**src/include/rtcdv_regs.svh**
```systemverilog
// Constants of the time-base divider and periodic rate control
`ifndef RTCDV_REGS_SVH
`define RTCDV_REGS_SVH
// ----------------------------------------------------------------
// Host ports and indices
// ----------------------------------------------------------------
`define RTCDV_INDEX_PORT     8'h70
`define RTCDV_DATA_PORT      8'h71
`define RTCDV_IDX_CTRL_A     8'h0A
`define RTCDV_IDX_CTRL_B     8'h0B
// ----------------------------------------------------------------
// Field positions
// ----------------------------------------------------------------
`define RTCDV_PEND_BIT       7
`define RTCDV_DIV_MSB        6
`define RTCDV_DIV_LSB        4
`define RTCDV_RATE_MSB       3
`define RTCDV_RATE_LSB       0
`define RTCDV_INHIBIT_BIT    7
// ----------------------------------------------------------------
// Divider codes and reset values
// ----------------------------------------------------------------
`define RTCDV_DIV_4M         3'h0
`define RTCDV_DIV_1M         3'h1
`define RTCDV_DIV_32K        3'h2
`define RTCDV_DIV_RESET      3'h2
`define RTCDV_RATE_RESET     4'h6
`define RTCDV_PRE_LIM_4M     7'h7F
`define RTCDV_PRE_LIM_1M     7'h1F
`define RTCDV_PRE_LIM_32K    7'h00
// ----------------------------------------------------------------
// Update timing, counted in 32.768 kHz base ticks
// ----------------------------------------------------------------
`define RTCDV_BASE_TICK_NS   30518
`define RTCDV_PEND_LEAD_US   244
`define RTCDV_UPD_BUSY_US    2000
`define RTCDV_PEND_LEAD_TICKS ((`RTCDV_PEND_LEAD_US * 1000 + `RTCDV_BASE_TICK_NS - 1) / `RTCDV_BASE_TICK_NS)
`define RTCDV_UPD_BUSY_TICKS ((`RTCDV_UPD_BUSY_US * 1000 + `RTCDV_BASE_TICK_NS - 1) / `RTCDV_BASE_TICK_NS)
`endif

```
**src/include/rtcdv_pkg.sv**
```systemverilog
// Types of the time-base divider and periodic rate control
package rtcdv_pkg;
   typedef enum logic [2:0] {
      UPD_IDLE = 3'b001,
      UPD_LEAD = 3'b010,
      UPD_BUSY = 3'b100
   } rtcdv_upd_state_t;
endpackage : rtcdv_pkg

```
**src/include/rtcdv_core_if.sv**
```systemverilog
// Signals between the control logic and the prescaler chain
`timescale 1ns/100ps
interface rtcdv_core_if;
   logic       oscTick;
   logic [2:0] divSelect;
   logic [3:0] rateSelect;
   logic       chainReset;
   logic       periodicEvent;
   logic       leadTick;
   logic       secondTick;
   logic       baseTick;
   modport ctrl (output oscTick, divSelect, rateSelect, chainReset,
                 input  periodicEvent, leadTick, secondTick, baseTick);
   modport chain (input  oscTick, divSelect, rateSelect, chainReset,
                  output periodicEvent, leadTick, secondTick, baseTick);
endinterface : rtcdv_core_if

```
**src/verilog/rtcdv_prescaler.sv**
```systemverilog
// Divider/prescaler chain with periodic tap and second tick
`timescale 1ns/100ps
`include "rtcdv_regs.svh"
module rtcdv_prescaler
   import rtcdv_pkg::*;
#(
   parameter int CHAIN_BITS = 15
) (
   input wire logic   clk,
   input wire logic   rst_n,
   rtcdv_core_if.chain core
);
   localparam logic [CHAIN_BITS-1:0] LEAD_AT =
      CHAIN_BITS'((1 << CHAIN_BITS) - 1 - `RTCDV_PEND_LEAD_TICKS);

   logic [6:0]            preCnt;
   logic [6:0]            next_preCnt;
   logic [CHAIN_BITS-1:0] chainCnt;
   logic [CHAIN_BITS-1:0] next_chainCnt;
   logic                  next_baseTick;
   logic                  next_periodic;
   logic                  next_lead;
   logic                  next_second;
   logic [6:0]            preLimit;
   logic                  validBase;
   logic [3:0]            tapBits;
   logic [CHAIN_BITS-1:0] tapMask;

   // ----------------------------------------------------------------
   // Tap selection
   // ----------------------------------------------------------------
   always_comb begin
      unique case (core.rateSelect)
         4'h1:    tapBits = 4'h7;
         4'h2:    tapBits = 4'h8;
         default: tapBits = core.rateSelect - 4'h1;
      endcase
   end

   genvar gi;
   generate
      for (gi = 0; gi < CHAIN_BITS; gi++) begin : g_tap
         assign tapMask[gi] = (gi < int'(tapBits));
      end
   endgenerate

   // ----------------------------------------------------------------
   // Chain next state
   // ----------------------------------------------------------------
   always_comb begin
      validBase = 1'b1;
      unique case (core.divSelect)
         `RTCDV_DIV_4M:  preLimit = `RTCDV_PRE_LIM_4M;
         `RTCDV_DIV_1M:  preLimit = `RTCDV_PRE_LIM_1M;
         `RTCDV_DIV_32K: preLimit = `RTCDV_PRE_LIM_32K;
         default: begin
            preLimit  = `RTCDV_PRE_LIM_32K;
            validBase = 1'b0;
         end
      endcase
      next_preCnt   = preCnt;
      next_chainCnt = chainCnt;
      next_baseTick = 1'b0;
      next_periodic = 1'b0;
      next_lead     = 1'b0;
      next_second   = 1'b0;
      if (core.chainReset) begin
         // Held at zero so the first second is full length after release
         next_preCnt   = 7'h00;
         next_chainCnt = '0;
      end else if (validBase && core.oscTick) begin
         if (preCnt >= preLimit) begin
            next_preCnt   = 7'h00;
            next_baseTick = 1'b1;
         end else begin
            next_preCnt = preCnt + 7'h01;
         end
      end
      if (core.baseTick && !core.chainReset && validBase) begin
         next_chainCnt = chainCnt + CHAIN_BITS'(1);
         next_periodic = (core.rateSelect != 4'h0)
                         && ((chainCnt & tapMask) == tapMask);
         next_lead     = (chainCnt == LEAD_AT);
         next_second   = (chainCnt == '1);
      end
   end

   always_ff @(posedge clk or negedge rst_n) begin
      if (!rst_n) begin
         preCnt             <= 7'h00;
         chainCnt           <= '0;
         core.baseTick      <= 1'b0;
         core.periodicEvent <= 1'b0;
         core.leadTick      <= 1'b0;
         core.secondTick    <= 1'b0;
      end else begin
         preCnt             <= next_preCnt;
         chainCnt           <= next_chainCnt;
         core.baseTick      <= next_baseTick;
         core.periodicEvent <= next_periodic;
         core.leadTick      <= next_lead;
         core.secondTick    <= next_second;
      end
   end
endmodule : rtcdv_prescaler

```
**src/verilog/rtcdv_rate_control.sv**
```systemverilog
// Time-base divider and periodic rate control with index/data access
//
// Behaviour
// - Bits 6 to 4 pick the oscillator base: 000 for 4.19430 MHz, 001 for 1.048576 MHz, 010 for 32.768 kHz.
// - Bits 3 to 0 set the periodic rate, taken from a tap of the prescaler.
// - The periodic event and the alarm event are raised independently of each other.
// - Alarm and periodic events share one interrupt request line.
// - Periodic rates faster than once per second are supported.
// - Update cycles run only with a valid base, the chain out of reset and update inhibit clear.
// - The host writes index 0AH at port 70H, then reads or writes data at port 71H.
// - Bit 7 is a read-only update-pending flag, untouched by reset and cleared by writing one to inhibit.
`timescale 1ns/100ps
`include "rtcdv_regs.svh"
module rtcdv_rate_control
   import rtcdv_pkg::*;
#(
   parameter int CHAIN_BITS = 15
) (
   input  wire logic       clk,
   input  wire logic       rst_n,
   input  wire logic       oscillator_input,
   input  wire logic [7:0] ioAddr,
   input  wire logic       ioWr,
   input  wire logic       ioRd,
   input  wire logic [7:0] ioWrData,
   input  wire logic       alarmMatch,
   output logic [7:0]      ioRdData,
   output logic            hostIrq,
   output logic            updateStrobe
);
   localparam logic [6:0] BUSY_LAST = 7'(`RTCDV_UPD_BUSY_TICKS - 1);

   rtcdv_core_if core ();

   logic             oscSync1;
   logic             oscSync2;
   logic             oscSync3;
   logic [7:0]       indexReg;
   logic [7:0]       next_indexReg;
   logic [2:0]       divSelect;
   logic [2:0]       next_divSelect;
   logic [3:0]       rateSelect;
   logic [3:0]       next_rateSelect;
   logic             updateInhibit;
   logic             next_updateInhibit;
   logic             updatePending;
   logic             next_updatePending;
   logic [7:0]       next_ioRdData;
   logic             next_hostIrq;
   logic             next_updateStrobe;
   rtcdv_upd_state_t updState;
   rtcdv_upd_state_t next_updState;
   logic [6:0]       busyCnt;
   logic [6:0]       next_busyCnt;
   logic             wrIndex;
   logic             wrData;
   logic             inhibitWr1;
   logic             updatesAllowed;
   logic             busyDone;
   logic             validBase;

   // ----------------------------------------------------------------
   // Oscillator pin sync and edge
   // ----------------------------------------------------------------
   always_ff @(posedge clk or negedge rst_n) begin
      if (!rst_n) begin
         oscSync1 <= 1'b0;
         oscSync2 <= 1'b0;
         oscSync3 <= 1'b0;
      end else begin
         oscSync1 <= oscillator_input;
         oscSync2 <= oscSync1;
         oscSync3 <= oscSync2;
      end
   end

   assign core.oscTick    = oscSync2 & ~oscSync3;
   assign core.divSelect  = divSelect;
   assign core.rateSelect = rateSelect;
   assign core.chainReset = (divSelect[2:1] == 2'b11);

   rtcdv_prescaler #(
      .CHAIN_BITS (CHAIN_BITS)
   ) u_prescaler (
      .clk   (clk),
      .rst_n (rst_n),
      .core  (core.chain)
   );

   // ----------------------------------------------------------------
   // Host index/data port
   // ----------------------------------------------------------------
   assign wrIndex    = ioWr && (ioAddr == `RTCDV_INDEX_PORT);
   assign wrData     = ioWr && (ioAddr == `RTCDV_DATA_PORT);
   assign inhibitWr1 = wrData && (indexReg == `RTCDV_IDX_CTRL_B) && ioWrData[`RTCDV_INHIBIT_BIT];

   always_comb begin
      next_indexReg      = wrIndex ? ioWrData : indexReg;
      next_divSelect     = divSelect;
      next_rateSelect    = rateSelect;
      next_updateInhibit = updateInhibit;
      if (wrData && indexReg == `RTCDV_IDX_CTRL_A) begin
         // Bit 7 is status only, a write there is dropped
         next_divSelect  = ioWrData[`RTCDV_DIV_MSB:`RTCDV_DIV_LSB];
         next_rateSelect = ioWrData[`RTCDV_RATE_MSB:`RTCDV_RATE_LSB];
      end
      if (wrData && indexReg == `RTCDV_IDX_CTRL_B)
         next_updateInhibit = ioWrData[`RTCDV_INHIBIT_BIT];
      next_ioRdData = ioRdData;
      if (ioRd && ioAddr == `RTCDV_INDEX_PORT)
         next_ioRdData = indexReg;
      else if (ioRd && ioAddr == `RTCDV_DATA_PORT) begin
         unique case (indexReg)
            `RTCDV_IDX_CTRL_A: next_ioRdData = {updatePending, divSelect, rateSelect};
            `RTCDV_IDX_CTRL_B: next_ioRdData = {updateInhibit, 7'h00};
            default:           next_ioRdData = 8'h00;
         endcase
      end
   end

   always_ff @(posedge clk or negedge rst_n) begin
      if (!rst_n) begin
         indexReg      <= 8'h00;
         divSelect     <= `RTCDV_DIV_RESET;
         rateSelect    <= `RTCDV_RATE_RESET;
         updateInhibit <= 1'b0;
         ioRdData      <= 8'h00;
      end else begin
         indexReg      <= next_indexReg;
         divSelect     <= next_divSelect;
         rateSelect    <= next_rateSelect;
         updateInhibit <= next_updateInhibit;
         ioRdData      <= next_ioRdData;
      end
   end

   // ----------------------------------------------------------------
   // Update cycle sequencer
   // ----------------------------------------------------------------
   assign validBase      = (divSelect == `RTCDV_DIV_4M) || (divSelect == `RTCDV_DIV_1M)
                           || (divSelect == `RTCDV_DIV_32K);
   assign updatesAllowed = validBase && !core.chainReset && !updateInhibit;
   assign busyDone       = (updState == UPD_BUSY) && core.baseTick && (busyCnt == BUSY_LAST);

   always_comb begin
      next_updState     = updState;
      next_busyCnt      = busyCnt;
      next_updateStrobe = 1'b0;
      if (!updatesAllowed)
         next_updState = UPD_IDLE;
      else begin
         unique case (updState)
            UPD_IDLE: if (core.leadTick) next_updState = UPD_LEAD;
            UPD_LEAD: if (core.secondTick) begin
               next_updState     = UPD_BUSY;
               next_busyCnt      = 7'h00;
               next_updateStrobe = 1'b1;
            end
            UPD_BUSY: if (busyDone) next_updState = UPD_IDLE;
                      else if (core.baseTick) next_busyCnt = busyCnt + 7'h01;
         endcase
      end
   end

   always_ff @(posedge clk or negedge rst_n) begin
      if (!rst_n) begin
         updState     <= UPD_IDLE;
         busyCnt      <= 7'h00;
         updateStrobe <= 1'b0;
      end else begin
         updState     <= next_updState;
         busyCnt      <= next_busyCnt;
         updateStrobe <= next_updateStrobe;
      end
   end

   // ----------------------------------------------------------------
   // Update-pending flag, deliberately outside reset
   // ----------------------------------------------------------------
   always_comb begin
      next_updatePending = updatePending;
      if (busyDone || inhibitWr1)
         next_updatePending = 1'b0;
      // A new lead wins over a clear in the same cycle
      if (core.leadTick && updatesAllowed && updState == UPD_IDLE)
         next_updatePending = 1'b1;
   end

   always_ff @(posedge clk) begin
      updatePending <= next_updatePending;
   end

   // ----------------------------------------------------------------
   // Shared interrupt request
   // ----------------------------------------------------------------
   assign next_hostIrq = core.periodicEvent | alarmMatch;

   always_ff @(posedge clk or negedge rst_n) begin
      if (!rst_n)
         hostIrq <= 1'b0;
      else
         hostIrq <= next_hostIrq;
   end
endmodule : rtcdv_rate_control

```
**config.mk**
```make
export PLATFORM = sky130hd
export DESIGN_NAME = rtcdv_rate_control
export DESIGN_NICKNAME = d
export VERILOG_FILES = /design/src/include/rtcdv_pkg.sv /design/src/include/rtcdv_core_if.sv /design/src/verilog/rtcdv_prescaler.sv /design/src/verilog/rtcdv_rate_control.sv
export VERILOG_INCLUDE_DIRS = /design/src /design/src/include
export SDC_FILE = /design/constraint.sdc
export NUM_CORES = 1
export LEC_CHECK = 0
export ABC_AREA = 1
export BUFFER_PORTS_ARGS = -buffer_cell sky130_fd_sc_hd__buf_2
export CAP_MARGIN = 30
export CORE_MARGIN = 4
export CORE_UTILIZATION = 35
export DETAILED_ROUTE_END_ITERATION = 8
export PLACE_DENSITY = 0.55
export SYNTH_ARGS = -nofsm -noshare
export SYNTH_HDL_FRONTEND = slang
export SYNTH_HIERARCHICAL = 1
export SYNTH_SLANG_ARGS = --single-unit
```
**constraint.sdc**
```tcl
create_clock -name clk -period 2.1 [get_ports clk]
set_input_delay 0.42 -clock clk [delete_from_list [all_inputs] [get_ports clk]]
set_output_delay 0.42 -clock clk [all_outputs]
set_load 0.1 [all_outputs]
```
* Word level (Yosys, flattened, before mapping)
Cells that the tools add are included.
Storage, ports and cells: register bits after elaboration 66, input port bits 22, output and inout port bits 10, word-level logic and storage cells 125
Operators by class: add/subtract/negate cells 4, $lt $le $gt $ge 16, eq/ne operators 22, muxes and demuxes 29, bitwise operators 4, reductions and logical operators 31
Operators with widths (number):
- 7-bit 2-to-1 mux | 6
- 15-bit == test, second input constant | 2
- 15-bit 2-to-1 mux | 2
- 4-bit less-than comparator, first input constant | 7
- 7-bit one-hot mux with 2 select lines | 2
- 1-bit logical AND | 17
- 8-bit by 4-bit == test with 1-bit output, second input constant | 2
- 8-bit by 7-bit == test with 1-bit output, second input constant | 2
- 3-bit by 4-bit less-than comparator with 1-bit output, first input constant | 4
- 8-bit 2-to-1 mux | 2
- 8-bit one-hot mux with 2 select lines | 1
- 15-bit by 1-bit adder with 15-bit output, second input constant | 1
- 15-bit bitwise AND | 1
- 15-bit == test | 1
- 7-bit by 1-bit adder with 7-bit output, second input constant | 2
- 3-bit 2-to-1 mux | 4
- 1-bit 2-to-1 mux | 10
- 3-bit one-hot mux with 3 select lines | 1
- 1-bit by 4-bit less-than comparator with 1-bit output, first input constant | 2
- 2-bit by 4-bit less-than comparator with 1-bit output, first input constant | 2
- 4-bit one-hot mux with 2 select lines | 1
- 2-bit nonzero test | 4
- 7-bit == test, second input constant | 1
- 7-bit >= comparator | 1
- other kinds (21) | 28

* Depth between registers and ports, before layout
depth in word-level cells 7, mapped depth 13

* Cells and area by module
Netlist, hierarchy kept.
By module, submodules not included:
- rtcdv_rate_control | instances 1, cells each 248, area an instance 2042.0 um2, sequential area each 1001.0 um2
- rtcdv_prescaler | instances 1, cells each 247, area an instance 1813.0 um2, sequential area each 650.6 um2

* Least setup slack after synthesis
Ideal clock, no wire load.
path type reg2reg, start register divSelect[2], in the netlist core.divSelect[2], end register u_prescaler.preCnt[1], arrival 1.770 ns, data required time 1.959 ns, setup slack 0.189 ns, stages on the path, launching flop included 9, cell sequence dfrtp_1 nor2_1 inv_1 or2_2 ha_1 nand2_1 o21a_1 o211ai_1 o21ai_0
On the way: word-level cells in the longest chain between the ends 6
RTL lines:
- from (decl) | line rtcdv_rate_control.sv:40 | logic [2:0] divSelect;
- from (signal assigned) | line rtcdv_rate_control.sv:124 | divSelect <= `RTCDV_DIV_RESET;
- from (signal assigned) | line rtcdv_rate_control.sv:130 | divSelect <= next_divSelect;
- 3-bit by 1-bit == test with 1-bit output or 3-bit logical NOT (tied branches) | line rtcdv_prescaler.sv:52 | unique case (core.divSelect)
- 7-bit one-hot mux with 2 select lines | line rtcdv_prescaler.sv:52
- 7-bit >= comparator | line rtcdv_prescaler.sv:72 | if (preCnt >= preLimit) begin
- 7-bit 2-to-1 mux | line rtcdv_prescaler.sv:72
- 7-bit 2-to-1 mux | line rtcdv_prescaler.sv:71 | end else if (validBase && core.oscTick) begin
- 7-bit 2-to-1 mux | line rtcdv_prescaler.sv:67 | if (core.chainReset) begin
- to (signal assigned) | line rtcdv_prescaler.sv:97 | preCnt <= next_preCnt;
- to (decl) | line rtcdv_prescaler.sv:16 | logic [6:0] preCnt;
Parallel ways exist; a longest one is shown, timed or not. The select of a mux whose other input is x is not followed. A chain may end at the register's enable or synchronous reset.

* Final worst setup path
start register divSelect[1], in the netlist core.divSelect[1], end register u_prescaler.preCnt[2]
Same word-level chain as after synthesis.

==> results.sh <==
export IMPL_synth_seq_cells=66
export IMPL_core_um2=10800
export IMPL_worst_slew_pin_slew_ns=0.612
export IMPL_reg2reg_from="core.divSelect[1]"
export IMPL_slew_violations=0
export IMPL_num_io_pins=32
export IMPL_pwr_share_seq=0.516
export IMPL_numCtsBuffers=9
export IMPL_fin_util=0.410
export IMPL_min_period_ns=1.94
export IMPL_cp_slowest_stage_delay_ns=0.40
export IMPL_multi_input_area_um2=1890
export IMPL_p_int_mw=1.89
export IMPL_crit_fanout=8
export IMPL_clk_path_buf_depth=2
export IMPL_layout_drive_gt1_share=0.217
export IMPL_ir_worst_vdd_mv=0.338
export IMPL_place_congestion=0.836
export IMPL_yosys_area_top_type="dfrtp_1"
export IMPL_synthesis_area_um2=3850
export IMPL_die_area_um2=12800
export IMPL_power_switching_uw=599
export IMPL_final_cells=684
export IMPL_drv_cap=0
export IMPL_async_flop_share=0.985
export IMPL_initial_core_util=0.357
export IMPL_combPwrFrac=0.039
export IMPL_rsz0062_at_grt="no"
export IMPL_tns_ns=0
export IMPL_worstSetupEndpointType="flip-flop"
export IMPL_grt_pass1_wl_um=14800
export IMPL_ff2ff_path_depth=9
export IMPL_avgSynthCellArea_um2=7.79
export IMPL_setup_viol=0
export IMPL_reg2reg_to="u_prescaler/preCnt[2]"
export IMPL_netSwitchingFraction=0.240
export IMPL_firstDrtPassIters=5
export IMPL_powerDensity_nw_per_um2=563
export IMPL_timing_final_crit_share=0.922
export IMPL_via_count=3306
export IMPL_cp_required_ns=2.37
export IMPL_ys_types=40
export IMPL_clockRootBuffer="clkbuf_8"
export IMPL_detail_route_iter0_violations=114
export IMPL_synthesis_nets=531
export IMPL_synth_most_common_cell="nand2_1"
export IMPL_synth_top_area_frac=0.396
export IMPL_synth_yosys_seq_area_share=0.428
export IMPL_fin_area_um2=4430
export IMPL_seqCellArea_um2=1650
export IMPL_insertion_delay_ns=0.35
export IMPL_post_cts_buffers=0
export IMPL_synth_top_flop_cell="dfrtp_1"
export IMPL_drc_errors=0
export IMPL_num_antenna_cells=0
export IMPL_grt_overflow=0
export IMPL_slew_limit_headroom=0.592
export IMPL_hold_viol=0
export IMPL_crit_type="flip-flop to flip-flop"
export IMPL_ant_nets=0
export IMPL_hpwl_um=6500
export IMPL_crit_chain="nor2_2 > inv_1 > or2_2 > ha_1 > a21oi_1 > o21a_1 > o211ai_1 > buf_4 > o21ai_0"
export IMPL_yosysWarnings=6
export IMPL_holdCritPathClass="input pin to async pin"
export IMPL_dp_cells=668
export IMPL_drt_wl_total_um=8520
export IMPL_antenna_found_initial=0
export IMPL_cts_sinks=66
export IMPL_cts_max_level=3
export IMPL_dpl_instance_area_um2=4220
export IMPL_viasPerCell=4.83
export IMPL_syn_to_final_growth_pct=14.9
export IMPL_cts_tree="done"
export IMPL_skew_ns=0.0164
export IMPL_clkTransAtPathRegs_ns=0.09
export IMPL_grt_start_max_net_pins=25
export IMPL_synthTopCellsByArea="dfrtp_1, nand2_1, nand3_1, inv_1, ha_1"
export IMPL_fmax_mhz=516
export IMPL_synthTopCellsByCount="nand2_1, inv_1, dfrtp_1"
export IMPL_die_h_um=113
export IMPL_startpoint_type="flip-flop"
export IMPL_nFillCells=1087
export IMPL_whs_ns=0.0763
export IMPL_rows=38
export IMPL_route_detailed_wl_per_inst_um=12.5
export IMPL_slowest_stage="dfstp_2"
export IMPL_finalNetCount=575
export IMPL_die_w_um=113
export IMPL_synth_edf_count=0
export IMPL_arrival_ns=2.20
export IMPL_run_status="finished clean"
export IMPL_first_global_vias=3178
export IMPL_grtUsageTotal=0.142
export IMPL_synth_cells=495
export IMPL_cellLeakagePower_nw=2.14
export IMPL_r2r_setup_slack_ns=0.16
export IMPL_clock_power_share=0.444
export IMPL_numPortBuffers=31
-- worst max-delay path: cells and delay by family (launching register included) --
family | cells | cell delay (ns)
buffers and inverters | 2 | 0.23
and+or+nand+nor | 2 | 0.41
AOI/OAI and AO/OA | 4 | 0.52
DFF | 1 | 0.40
adders and majority gates | 1 | 0.31
-- per-layer routing --
layer / up-vias / share of wire / global-route usage
li1: 1694 / - / -
met1: 1556 / 0.48 / 0.190
met2: 44 / 0.47 / 0.228
met3: 12 / 0.031 / 0.0294
met4: 0 / 0.016 / 0.0497
met5: - / 0 / 0
-- logic make-up (layout without fill, tap and decap cells) --
kind of cell	count (synthesis)	count (layout)	share of synthesized area
AND/OR/NAND/NOR	262	262	0.327
buffers and inverters	78	127	0.0818
AO/OA/AOI/OAI	72	72	0.111
flip-flops	66	66	0.428
adder cells (fa/ha/maj)	14	14	0.0454
XOR/XNOR	3	3	0.00682
-- final cells by class --
type / count / area share
inverters: 74 / 0.0638
clock inverters: 6 / 0.0150
well taps: 140 / 0.0395
repair buffers: 37 / 0.0508
clock buffers: 10 / 0.0311
multi-input cells: 351 / 0.427
flip-flops and latches: 66 / 0.373
-- what timing repair did --
| item | CTS | global route |
|---|---|---|
| resized for setup | 0 | 1 |
| hold buffers | 0 | 0 |
| endpoints found under the setup margin | 0 | 2 |
-- power groups by stage --
stage / clock network (mW) / registers [mW] / logic, mW
final: 1.11 / 1.29 / 0.0982
after global routing: 1.21 / 1.29 / 0.111
after CTS: 1.14 / 1.29 / 0.101
after detailed placement: 0 / 1.31 / 0.101
after global placement: 0 / 1.31 / 0.0989
after floorplan: 0 / 1.32 / 0.0226
-- state kept, by name (all words and copies together) (netlist names), 3 cells and up --
signal                flops
core.rateSelect           4
indexReg                  8
ioRdData                  8
u_prescaler/preCnt        7
core.divSelect            3
u_prescaler/chainCnt     15
updState                  3
busyCnt                   7
-- worst max path at each step --
stage	from	end	slack, ns	cells after the start
floorplan	core.divSelect[2]	u_prescaler/preCnt[1]	0.19	8
global placement	core.divSelect[1]	u_prescaler/preCnt[1]	0.21	9
detailed placement	core.divSelect[1]	u_prescaler/preCnt[2]	0.13	9
CTS	core.divSelect[1]	u_prescaler/preCnt[2]	0.11	9
global route	core.divSelect[1]	u_prescaler/preCnt[1]	0.01	9
finish	core.divSelect[1]	u_prescaler/preCnt[2]	0.16	9
-- metrics by stage --
step,power (mW),worst slack (ns)
after floorplan,1.34,0.189
after global placement,1.41,0.214
after detailed placement,1.41,0.131
after CTS,2.53,0.112
after global routing,2.61,0.0109
final,2.49,0.163
-- cell usage in the layout (no fill, tap or decap), types with 10 or more instances in the layout --
master	n
dfrtp_1	61
nor2_1	40
clkbuf_8	10
inv_1	63
nand2_2	15
o21ai_2	11
nand2_1	113
nand3_1	53
o21ai_0	23
buf_2	31
ha_1	14
a21oi_1	18
Note: power is estimated with default switching activity, not from simulation.
